### src/rtl/adcp_consts.svh
// Constants for the parallel converter interface: widths, depths, timing counts.
// Assumes a 100 ns system clock; every count derives from a time in nanoseconds.
`ifndef ADCP_CONSTS_SVH
`define ADCP_CONSTS_SVH

// ==========================================================================
// Widths and depths
`define ADCP_RES_W 12
`define ADCP_MSB 11
`define ADCP_LSB 0
`define ADCP_FIFO_DEPTH 16
`define ADCP_CNT_W 8

// ==========================================================================
// Reset values
`define ADCP_RESULT_RST 12'h000
`define ADCP_PIN_IDLE 1'b1

// ==========================================================================
// Timing
`define ADCP_CLK_NS 100
`define ADCP_CONV_NS 910
`define ADCP_CONV_CYC ((`ADCP_CONV_NS + `ADCP_CLK_NS - 1) / `ADCP_CLK_NS)
`define ADCP_ACQ_NS 200
`define ADCP_ACQ_CYC ((`ADCP_ACQ_NS + `ADCP_CLK_NS - 1) / `ADCP_CLK_NS)
`define ADCP_CONV_PULSE_NS 40

`endif

### src/rtl/adcp_pkg.sv
// Types shared by the converter interface: phase encoding, result bus carrier, state.
// Assumes adcp_consts.svh is on the include path.
`default_nettype none

`include "adcp_consts.svh"

package adcp_pkg;

  // ========================================================================
  // Conversion phase, Gray coded along idle, convert, latch.
  typedef enum logic [1:0] {
    ADCP_IDLE = 2'b00,
    ADCP_CONV = 2'b01,
    ADCP_LATCH = 2'b11
  } adcp_phase_t;

  // ========================================================================
  // Three-state result bus: data word and its output enable.
  typedef struct packed {
    logic oe;
    logic [`ADCP_RES_W-1:0] data;
  } adcp_bus_t;

  // ========================================================================
  // Whole state of the control block except the sample FIFO, which keeps its own.
  typedef struct packed {
    logic cs_meta;
    logic cs_sync;
    logic rc_meta;
    logic rc_sync;
    logic start_prev;
    adcp_phase_t phase;
    logic [`ADCP_CNT_W-1:0] cnt;
    logic [`ADCP_CNT_W-1:0] acq_cnt;
    logic [`ADCP_RES_W-1:0] result;
    adcp_bus_t bus;
    logic busy;
    logic hold;
    logic cmd_ignored;
    logic acq_done;
  } adcp_state_t;

endpackage : adcp_pkg

`default_nettype wire
### src/rtl/adcp_ctrl.sv
// Control and parallel read-out of a 12-bit sampling converter, device side.
// Assumes the host drives device_select_n and read_convert_n asynchronously,
// and that the converter core delivers offset-binary codes as a stream.
//
// Functional notes
// - The result bus is not driven while select is high, read/convert is low or busy is low.
// - Each result is a 12-bit word on the result bus with bit 11 the MSB and bit 0 the LSB.
// - With select low, a falling read/convert enters hold and starts a conversion.
// - With select low and no conversion running, a rising read/convert enables the bus.
// - With read/convert low, a falling select starts a conversion just the same.
// - With read/convert high and idle, a falling select enables the bus with the stored result.
// - Busy falls at conversion start and rises only once the new result is latched.
// - With select low and read/convert high, valid data is on the bus when busy rises.
// - Convert commands arriving while busy is low are ignored.
// - Results are coded in binary two's complement.
// - Select and read/convert combine as a level OR, so either may go low last.
`default_nettype none

`include "adcp_consts.svh"

module adcp_ctrl
  import adcp_pkg::*;
#(
  parameter int CONV_CYCLES = `ADCP_CONV_CYC
) (
  input wire logic clk,
  input wire logic reset_n,
  input wire logic device_select_n,
  input wire logic read_convert_n,
  input wire logic [`ADCP_RES_W-1:0] sample_data,
  input wire logic sample_valid,
  output logic sample_ready,
  output adcp_bus_t result_bus,
  output logic busy,
  output logic sample_hold,
  output logic cmd_ignored,
  output logic acq_done
);

  localparam int CW = `ADCP_CNT_W;
  localparam int ACQ_CYCLES = `ADCP_ACQ_CYC;

  // ========================================================================
  // Code conversion
  // The core produces offset binary; flipping the sign bit gives two's
  // complement without any adder in the path.
  function automatic logic [`ADCP_RES_W-1:0] to_twos(
    input logic [`ADCP_RES_W-1:0] code
  );
    logic [`ADCP_RES_W-1:0] res;
    res = code;
    res[`ADCP_MSB] = ~code[`ADCP_MSB];
    return res;
  endfunction : to_twos

  // ========================================================================
  // Sample buffer
  // Samples from the core wait here until a conversion finishes; when no
  // conversion is requested the buffer fills and stalls the core.
  logic fifo_valid;
  logic fifo_pop;
  logic [`ADCP_RES_W-1:0] fifo_data;

  adcp_fifo #(
    .WIDTH(`ADCP_RES_W),
    .DEPTH(`ADCP_FIFO_DEPTH)
  ) u_fifo (
    .clk(clk),
    .reset_n(reset_n),
    .in_valid(sample_valid),
    .in_data(sample_data),
    .in_ready(sample_ready),
    .out_valid(fifo_valid),
    .out_ready(fifo_pop),
    .out_data(fifo_data)
  );

  // ========================================================================
  // State
  adcp_state_t st;
  adcp_state_t next_st;
  logic start_lvl;
  logic start_edge;
  logic read_lvl;

  always_comb begin
    next_st = st;
    fifo_pop = 1'b0;

    // Both control pins are asynchronous to clk and pass two flops first.
    next_st.cs_meta = device_select_n;
    next_st.cs_sync = st.cs_meta;
    next_st.rc_meta = read_convert_n;
    next_st.rc_sync = st.rc_meta;

    // Active-low OR: a start needs both lines low, whichever fell last.
    start_lvl = ~st.cs_sync & ~st.rc_sync;
    start_edge = start_lvl & ~st.start_prev;
    next_st.start_prev = start_lvl;
    read_lvl = ~st.cs_sync & st.rc_sync;

    next_st.cmd_ignored = 1'b0;

    case (st.phase)
      ADCP_IDLE: begin
        if (start_edge) begin
          next_st.phase = ADCP_CONV;
          next_st.cnt = CW'(CONV_CYCLES - 1);
          next_st.busy = 1'b0;
          next_st.hold = 1'b1;
        end else if (st.acq_cnt != '0) begin
          next_st.acq_cnt = st.acq_cnt - 1'b1;
        end
      end
      ADCP_CONV: begin
        if (start_edge) begin
          next_st.cmd_ignored = 1'b1;
        end
        if (st.cnt == '0) begin
          next_st.phase = ADCP_LATCH;
        end else begin
          next_st.cnt = st.cnt - 1'b1;
        end
      end
      ADCP_LATCH: begin
        if (start_edge) begin
          next_st.cmd_ignored = 1'b1;
        end
        // The conversion cannot end before the core has a sample; busy
        // stays low while the buffer is empty.
        if (fifo_valid) begin
          fifo_pop = 1'b1;
          next_st.result = to_twos(fifo_data);
          next_st.busy = 1'b1;
          next_st.hold = 1'b0;
          next_st.phase = ADCP_IDLE;
          next_st.acq_cnt = CW'(ACQ_CYCLES);
        end
      end
      default: begin
        next_st.phase = ADCP_IDLE;
        next_st.busy = 1'b1;
        next_st.hold = 1'b0;
      end
    endcase

    next_st.acq_done = (next_st.acq_cnt == '0);

    // Drivers follow the level of the lines, which covers both the
    // read/convert rising and the select falling enables, and switch on in
    // the same edge that raises busy so the data is valid with it.
    next_st.bus.oe = read_lvl & (next_st.phase == ADCP_IDLE);
    next_st.bus.data = next_st.result;
  end

  // ========================================================================
  // State register
  always_ff @(posedge clk or negedge reset_n) begin
    if (!reset_n) begin
      st <= '0;
      st.cs_meta <= `ADCP_PIN_IDLE;
      st.cs_sync <= `ADCP_PIN_IDLE;
      st.rc_meta <= `ADCP_PIN_IDLE;
      st.rc_sync <= `ADCP_PIN_IDLE;
      st.phase <= ADCP_IDLE;
      st.result <= `ADCP_RESULT_RST;
      st.busy <= 1'b1;
      st.acq_done <= 1'b1;
    end else begin
      st <= next_st;
    end
  end

  // ========================================================================
  // Outputs, all straight from the state register
  assign result_bus = st.bus;
  assign busy = st.busy;
  assign sample_hold = st.hold;
  assign cmd_ignored = st.cmd_ignored;
  assign acq_done = st.acq_done;

endmodule : adcp_ctrl

`default_nettype wire

### src/rtl/adcp_fifo.sv
// Synchronous FIFO with valid/ready on both sides, parameterised width and depth.
// Assumes one clock; DEPTH is a power of two so the pointers wrap naturally.
`default_nettype none

`include "adcp_consts.svh"

module adcp_fifo #(
  parameter int WIDTH = `ADCP_RES_W,
  parameter int DEPTH = `ADCP_FIFO_DEPTH
) (
  input wire logic clk,
  input wire logic reset_n,
  input wire logic in_valid,
  input wire logic [WIDTH-1:0] in_data,
  output logic in_ready,
  output logic out_valid,
  input wire logic out_ready,
  output logic [WIDTH-1:0] out_data
);

  localparam int AW = $clog2(DEPTH);
  localparam int CW = AW + 1;

  typedef struct packed {
    logic [DEPTH-1:0][WIDTH-1:0] mem;
    logic [AW-1:0] wr_ptr;
    logic [AW-1:0] rd_ptr;
    logic [CW-1:0] count;
    logic ready;
  } adcp_fifo_state_t;

  adcp_fifo_state_t st;
  adcp_fifo_state_t next_st;
  logic push;
  logic pop;

  // ========================================================================
  // Next state
  always_comb begin
    next_st = st;
    push = in_valid & st.ready;
    pop = out_ready & (st.count != '0);
    if (push) begin
      next_st.mem[st.wr_ptr] = in_data;
      next_st.wr_ptr = st.wr_ptr + 1'b1;
    end
    if (pop) begin
      next_st.rd_ptr = st.rd_ptr + 1'b1;
    end
    case ({push, pop})
      2'b10: next_st.count = st.count + 1'b1;
      2'b01: next_st.count = st.count - 1'b1;
      default: next_st.count = st.count;
    endcase
    // Ready is registered so the source sees a clean flop, at the cost of
    // no push into a full FIFO in the same cycle as a pop.
    next_st.ready = (next_st.count != CW'(DEPTH));
  end

  // ========================================================================
  // State register
  always_ff @(posedge clk or negedge reset_n) begin
    if (!reset_n) begin
      st <= '0;
      st.ready <= 1'b1;
    end else begin
      st <= next_st;
    end
  end

  assign in_ready = st.ready;
  assign out_valid = (st.count != '0);
  assign out_data = st.mem[st.rd_ptr];

endmodule : adcp_fifo

`default_nettype wire

### config.mk
export PLATFORM = sky130hd
export DESIGN_NAME = adcp_ctrl
export DESIGN_NICKNAME = d
export VERILOG_FILES = /design/src/rtl/adcp_pkg.sv /design/src/rtl/adcp_ctrl.sv /design/src/rtl/adcp_fifo.sv
export VERILOG_INCLUDE_DIRS = /design/src /design/src/rtl
export SDC_FILE = /design/constraint.sdc
export NUM_CORES = 1
export LEC_CHECK = 0
export ABC_AREA = 1
export BUFFER_PORTS_ARGS = -buffer_cell sky130_fd_sc_hd__buf_2
export CAP_MARGIN = 10
export CORE_MARGIN = 10
export CORE_UTILIZATION = 62
export DETAILED_ROUTE_END_ITERATION = 10
export PLACE_DENSITY = 0.87
export SLEW_MARGIN = 20
export SYNTH_ARGS = -nofsm -noshare
export SYNTH_HDL_FRONTEND = slang
export SYNTH_SLANG_ARGS = --single-unit
### constraint.sdc
create_clock -name clk -period 3.16 [get_ports clk]
set_clock_uncertainty 0.05 [all_clocks]
set_input_delay 0.158 -clock clk [delete_from_list [all_inputs] [get_ports clk]]
set_output_delay 0.158 -clock clk [all_outputs]
set_load 0.05 [all_outputs]
==> flow_summary.ini, run 1 <==
[clock_network]
cts.sinks = 246
ctsHoldBuffers = 3
clock_latency_ps = 530
htreeDepth = 1
cts-buffers-inserted = 25
ctsLongestPathBuffers = 3
clkTransAtPathRegs_ps = 60
cts_tree = done
ctsRootBufferMaster = clkbuf_16
cts_resized = 0
post_cts_buffers = 0

[timing]
fin_crit_sh_pct = 82.23
slew_headroom_pct = 28.90
hold_viol = 0
final_period_minus_worst_setup_slack_ps = 2598
final.setup.tns_ps = 0
clock.fmax_mhz = 384.8
rsz0062_at_grt = false
setup_viol = 0
tightest_slew_ps = 1064
drv_slew = 0

[detailed_routing]
drt_pass1_iterations = 5
ant_nets = 0
drt-total-wl_microns = 28930
post-route-drc-count = 0
drt_iter0_drc = 1023
num_vias = 9437
wl_per_cell_microns = 19.03
viasPerCell = 6.209

[final_layout]
drive_gt1_share_pct = 10.84
fillerInstances = 1334
diodes = 0
regArea_sq_um = 6166
multi_input_area_sq_um = 4439
area_growth_pct = 8.786
fin_area_sq_um = 12360
layoutNonFillerInstCount = 1520
layout.nets = 1302

[global_routing]
grt_max_degree = 102
gr-usage-all-layers_pct = 23.71
grt_overflow_total = 0
grt_pass1_wl_microns = 47330
grt_pass1_vias = 9170
antenna_found_initial = 0

[synth]
synth_edf_count = 0
ys_ff_latch = 246
async_reset_ff_share_pct = 100.0
synth_top_area_share_pct = 52.63
seq_area_frac_synth_pct = 54.24
synth_cell_type_count = 47
ys_warn_count = 0
synth_area_leader_cell = dfrtp_1
syn-cell-area_sq_um = 11360
ys_top_cells_by_area = dfrtp_1 (53%), o21ai_0 (13%), nand2_1 (8.8%)
synth_cells = 1293
synth_nets = 1323
synth-main-ff-cell = dfrtp_1
synth.avg_cell_area_sq_um = 8.789

[worst_setup_path]
path_cells = ha_1 -> nand2_2 -> inv_2 -> ha_1 -> inv_1 -> o21ai_0 -> or2_2 -> nor2_1 -> nand3_2
reg2reg_to = u_fifo.in_ready
slowest_delay_ps = 430
rr_worst_depth = 9
cp.required_ps = 3560
path_delay_family = adder cells
crit_top_cell = ha_1
start_kind = flop
crit_type = reg -> reg
critical_path_buf_inv_count = 2
cp-end-kind = flop
r2r_start = st[46]
crit_fanout = 29
slowest_stage = inv_2
crit_arrival_ps = 3000
r2r_slack_ps = 560

[power]
peakVddDrop_uv = 732.6
p_leak_nw = 5.695
p_per_area_nw_per_um2 = 1117

[flow_run]
max_cap_viol_count = 0

[floorplan]
start_util_pct = 63.05
die_w_microns = 155.4
dieArea_sq_um = 24150
io-pin-count = 35
std_cell_rows = 49
die_height_microns = 155.4
core_sq_um = 18020

[placement]
dp_hpwl_microns = 16710
place.gp.congestion = 0.9122
port_buffers = 34
dpl_cell_area_sq_um = 11500
place_inst = 1471

[hold_path]
hold_class = in -> reg
min_to = u_fifo.st[30]
whs_path_depth = 3
hp-start = sample_data[4]

[status]
outcome = finished clean
tightest hold or removal path, cell delays in order:
cell and delay (ps):
buf_2 70, inv_1 160, o21ai_0 200
report_power, final:
group | switching (W) | internal, W
registers | 0.000919 | 0.00453
clock network | 0.00122 | 0.00179
logic | 0.00357 | 0.00179
total | 0.00571 | 0.00810
area by class of cell:
type | count | area share (%)
Timing Repair Buffer | 51 | 2.955
Clock inverter | 7 | 0.7186
Multi-Input combinational cell | 878 | 35.91
Inverter | 70 | 2.176
Tap cell | 229 | 2.318
Clock buffer | 39 | 6.052
Sequential cell | 246 | 49.87
Yosys cell counts (14+ instances only):
cell type,number
buf_4,18
o22ai_1,15
nand3_1,23
clkbuf_1,53
buf_2,23
dfrtp_1,239
o221ai_1,31
nor2_1,117
o21ai_0,288
a31oi_1,14
inv_1,63
o211ai_1,16
nand2_1,265
metal layers:
| metal | GRT usage, % | vias to the layer above | part of all wire [%] |
|---|---|---|---|
| met4 | 8.868 | 0 | 3.4 |
| li1 | - | 4296 | - |
| met3 | 3.777 | 91 | 8.1 |
| met5 | 0 | - | 0 |
| met1 | 31.99 | 4557 | 41 |
| met2 | 37.90 | 493 | 47 |
flip-flops by register name (all words and copies together), names as in the netlist:
name and cells:
next_st 2, cmd_ignored 1, result_bus 13, sample_hold 1, u_fifo.st 205, acq_done 1
u_fifo.in_ready 1, st 21, busy 1
how the worst max path moves through the flow:
stage                       from               to  cells past startpoint
after floorplan           st[46]  u_fifo.in_ready                     11
after global placement    st[46]  u_fifo.in_ready                      9
after detailed placement  st[46]  u_fifo.in_ready                      9
after CTS                 st[46]  u_fifo.in_ready                      9
after global routing      st[46]  u_fifo.in_ready                      9
final                     st[46]  u_fifo.in_ready                      9
per-stage QoR:
step,total power (W),hold slack [ps],setup WS [ps],util (%)
global placement,0.01035,203.3,693.6,63.78
CTS,0.01373,55.13,550.4,68.59
global route,0.01474,67.20,360.0,68.59
finish,0.01381,50.80,561.5,68.59
detailed placement,0.01064,207.9,562.4,63.78
floorplan,0.009362,-187.6,882.8,-
kinds of logic after synthesis:
| group | share of synthesized area, % |
|---|---|
| XOR/XNOR | 0.7707 |
| buffers and inverters | 6.694 |
| AO/OA/AOI/OAI | 19.40 |
| adder cells (fa/ha/maj) | 1.431 |
| AND/OR/NAND/NOR | 17.46 |
| flip-flops | 54.24 |
cells in the final DEF (no fill, tap or decap), types with 14 or more instances in the layout:
cell type  count
o21ai_0      288
nand2_1      265
dfrtp_1      238
nor2_1       117
inv_1         63
buf_2         33
o221ai_1      31
clkbuf_16     25
nand3_1       23
o211ai_1      16
o22ai_1       15
a31oi_1       14
(Power assumes the default switching activity.)
==> run 2, diff against run 1 <==
==> constraint.sdc (replaced) <==
create_clock -name clk -period 2.54 [get_ports clk]
set_clock_uncertainty 0.05 [all_clocks]
set_input_delay 0.127 -clock clk [delete_from_list [all_inputs] [get_ports clk]]
set_output_delay 0.127 -clock clk [all_outputs]
set_load 0.05 [all_outputs]
==> run 2 against run 1 <==
Net effect: critical path depth fell by 5; fmax rose by 13%; total power rose by 27%; non-clock buffer count rose by 21; sequential power rose by 22%; core utilization rose by 1.2 points.
==> flow_summary.ini, run 2 (synthesis results as in run 1) <==
[placement]
pre_cts_ws_ps = 312.1
place.gp.congestion = 0.9176
dp_hpwl_microns = 18020
dpl_cell_area_sq_um = 11650
port_buffers = 34

[timing]
tightest_slew_ps = 796.8
final.setup.tns_ps = 0
setup_slack_ps = 236.9
fin_crit_sh_pct = 90.67
rsz0062_at_grt = false
final_period_minus_worst_setup_slack_ps = 2303
slew_headroom_pct = 46.75
hold_viol = 0
clock.fmax_mhz = 434.2
setup_viol = 0
drv_slew = 0
holdWs_ps = 24.88

[clock_network]
cts-buffers-inserted = 25
ctsRootBufferMaster = clkbuf_16
ctsLongestPathBuffers = 3
htreeDepth = 1
cts.sinks = 246
cts_tree = done
clkTransAtPathRegs_ps = 70
clock_latency_ps = 540
post_cts_buffers = 0

[detailed_routing]
drt_pass1_iterations = 6
drt_iter0_drc = 1120
drt-total-wl_microns = 30070
num_vias = 9667
wl_per_cell_microns = 19.52
ant_nets = 0
post-route-drc-count = 0
viasPerCell = 6.277

[global_routing]
grt_pass1_wl_microns = 50000
grt_overflow_total = 0
grt_pass1_vias = 9553
gr-usage-all-layers_pct = 25.16
grt_max_degree = 81
antenna_found_initial = 0

[power]
finalPower_w = 0.01758
comb_power_share_pct = 39.2
p_switching_w = 0.007225
p_int_w = 0.01035
p_per_area_nw_per_um2 = 1398
peakVddDrop_uv = 936.2
pwr-share-seq_pct = 37.9
swShare_pct = 41.10
p_leak_nw = 5.807
clkPwrFrac_pct = 22.8

[final_layout]
largest_register_ffs = 205
fin_area_sq_um = 12570
regMostFlops = u_fifo.st
diodes = 0
layout_common_cells = o21ai_0 (288), nand2_1 (265), dfrtp_1 (238)
final_common_cell = o21ai_0
fillerInstances = 1313
layout.nets = 1323
area_growth_pct = 10.61
drive_gt1_share_pct = 12.43

[worst_setup_path]
crit_arrival_ps = 2680
slowest_stage = dfstp_2
rr_worst_depth = 4
reg2reg_to = u_fifo.st[160]
slowest_delay_ps = 520
crit_type = reg -> reg
crit_top_cell = nand2_1
r2r_slack_ps = 240
cp.required_ps = 2920
path_cells = nand2_1 -> nor2_2 -> nand2_1 -> o21ai_0
cp-end-kind = flop
start_kind = flop
crit_fanout = 24
r2r_start = u_fifo.in_ready

[floorplan]
die_height_microns = 155.4
core_sq_um = 18020
dieArea_sq_um = 24150
std_cell_rows = 49
start_util_pct = 63.05
io-pin-count = 35
die_w_microns = 155.4

[hold_path]
hp-start = sample_data[4]
whs_path_depth = 3
hold_class = in -> reg
min_to = u_fifo.st[198]

[status]
outcome = finished clean

[flow_run]
max_cap_viol_count = 0
==> run 2: changes by cell type in the layout (fill, tap and decap cells not counted) <==
cell / before / now
clkinv_2: 5 / 6
clkbuf_1: 7 / 4
buf_4: 10 / 31
clkbuf_8: 7 / 4
bufinv_16: 2 / 5
clkinvlp_4: 0 / 1
==> run 2: critical path, delay by kind of cell (launching register included) <==
kind             cells  cell delay [ps]
AO/OA/AOI/OAI        1              450
AND/OR/NAND/NOR      3             1160
flip-flops           1              520
==> run 2: layout make-up <==
type	count	area (sq um)	share of cell area, %
Multi-Input combinational cell	878	4439	35.31
Clock buffer	33	695.7	5.534
Timing Repair Buffer	72	523.0	4.160
Clock inverter	12	191.4	1.523
Sequential cell	246	6166	49.05
Tap cell	229	286.5	2.279
Inverter	70	269.0	2.140
==> run 2: timing repair <==
item | 4_1_cts | 5_1_grt
hold buffers | 3 | 0
gates resized for setup | 0 | 0
endpoints found under the hold margin | 77 | 0
==> run 2: power by group through the flow <==
stage | clock [W] | sequential [W] | combinational [W]
global route | 0.00419 | 0.00683 | 0.00774
global placement | 0 | 0.00657 | 0.00639
floorplan | 0 | 0.00646 | 0.00519
finish | 0.00401 | 0.00667 | 0.00690
detailed placement | 0 | 0.00664 | 0.00671
CTS | 0.00402 | 0.00663 | 0.00683
==> run 2: how the worst max path moves through the flow <==
| stage | startpoint | to | slack, ps | depth (start not counted) |
|---|---|---|---|---|
| global route | u_fifo.in_ready | u_fifo.st[169] | 90 | 5 |
| detailed placement | u_fifo.in_ready | u_fifo.in_ready | 310 | 8 |
| finish | u_fifo.in_ready | u_fifo.st[160] | 240 | 4 |
| floorplan | st[46] | u_fifo.in_ready | 260 | 11 |
| CTS | u_fifo.in_ready | u_fifo.st[160] | 270 | 4 |
| global placement | u_fifo.in_ready | u_fifo.in_ready | 370 | 10 |
==> run 2: metal layers <==
| metal | vias up | GRT usage [%] | routed length (microns) |
|---|---|---|---|
| li1 | 4345 | - | - |
| met4 | 0 | 11.27 | 1150 |
| met1 | 4668 | 32.30 | 11720 |
| met2 | 553 | 40.81 | 14370 |
| met3 | 101 | 4.577 | 2827 |
| met5 | - | 0 | 0 |
==> run 2: through the flow <==
step | instances | util, %
2_1_floorplan | 1293 | -
3_3_place_gp | 1492 | 64.65
3_5_place_dp | 1492 | 64.65
4_1_cts | 1540 | 69.74
5_1_grt | 1540 | 69.74
6_report | 1540 | 69.74
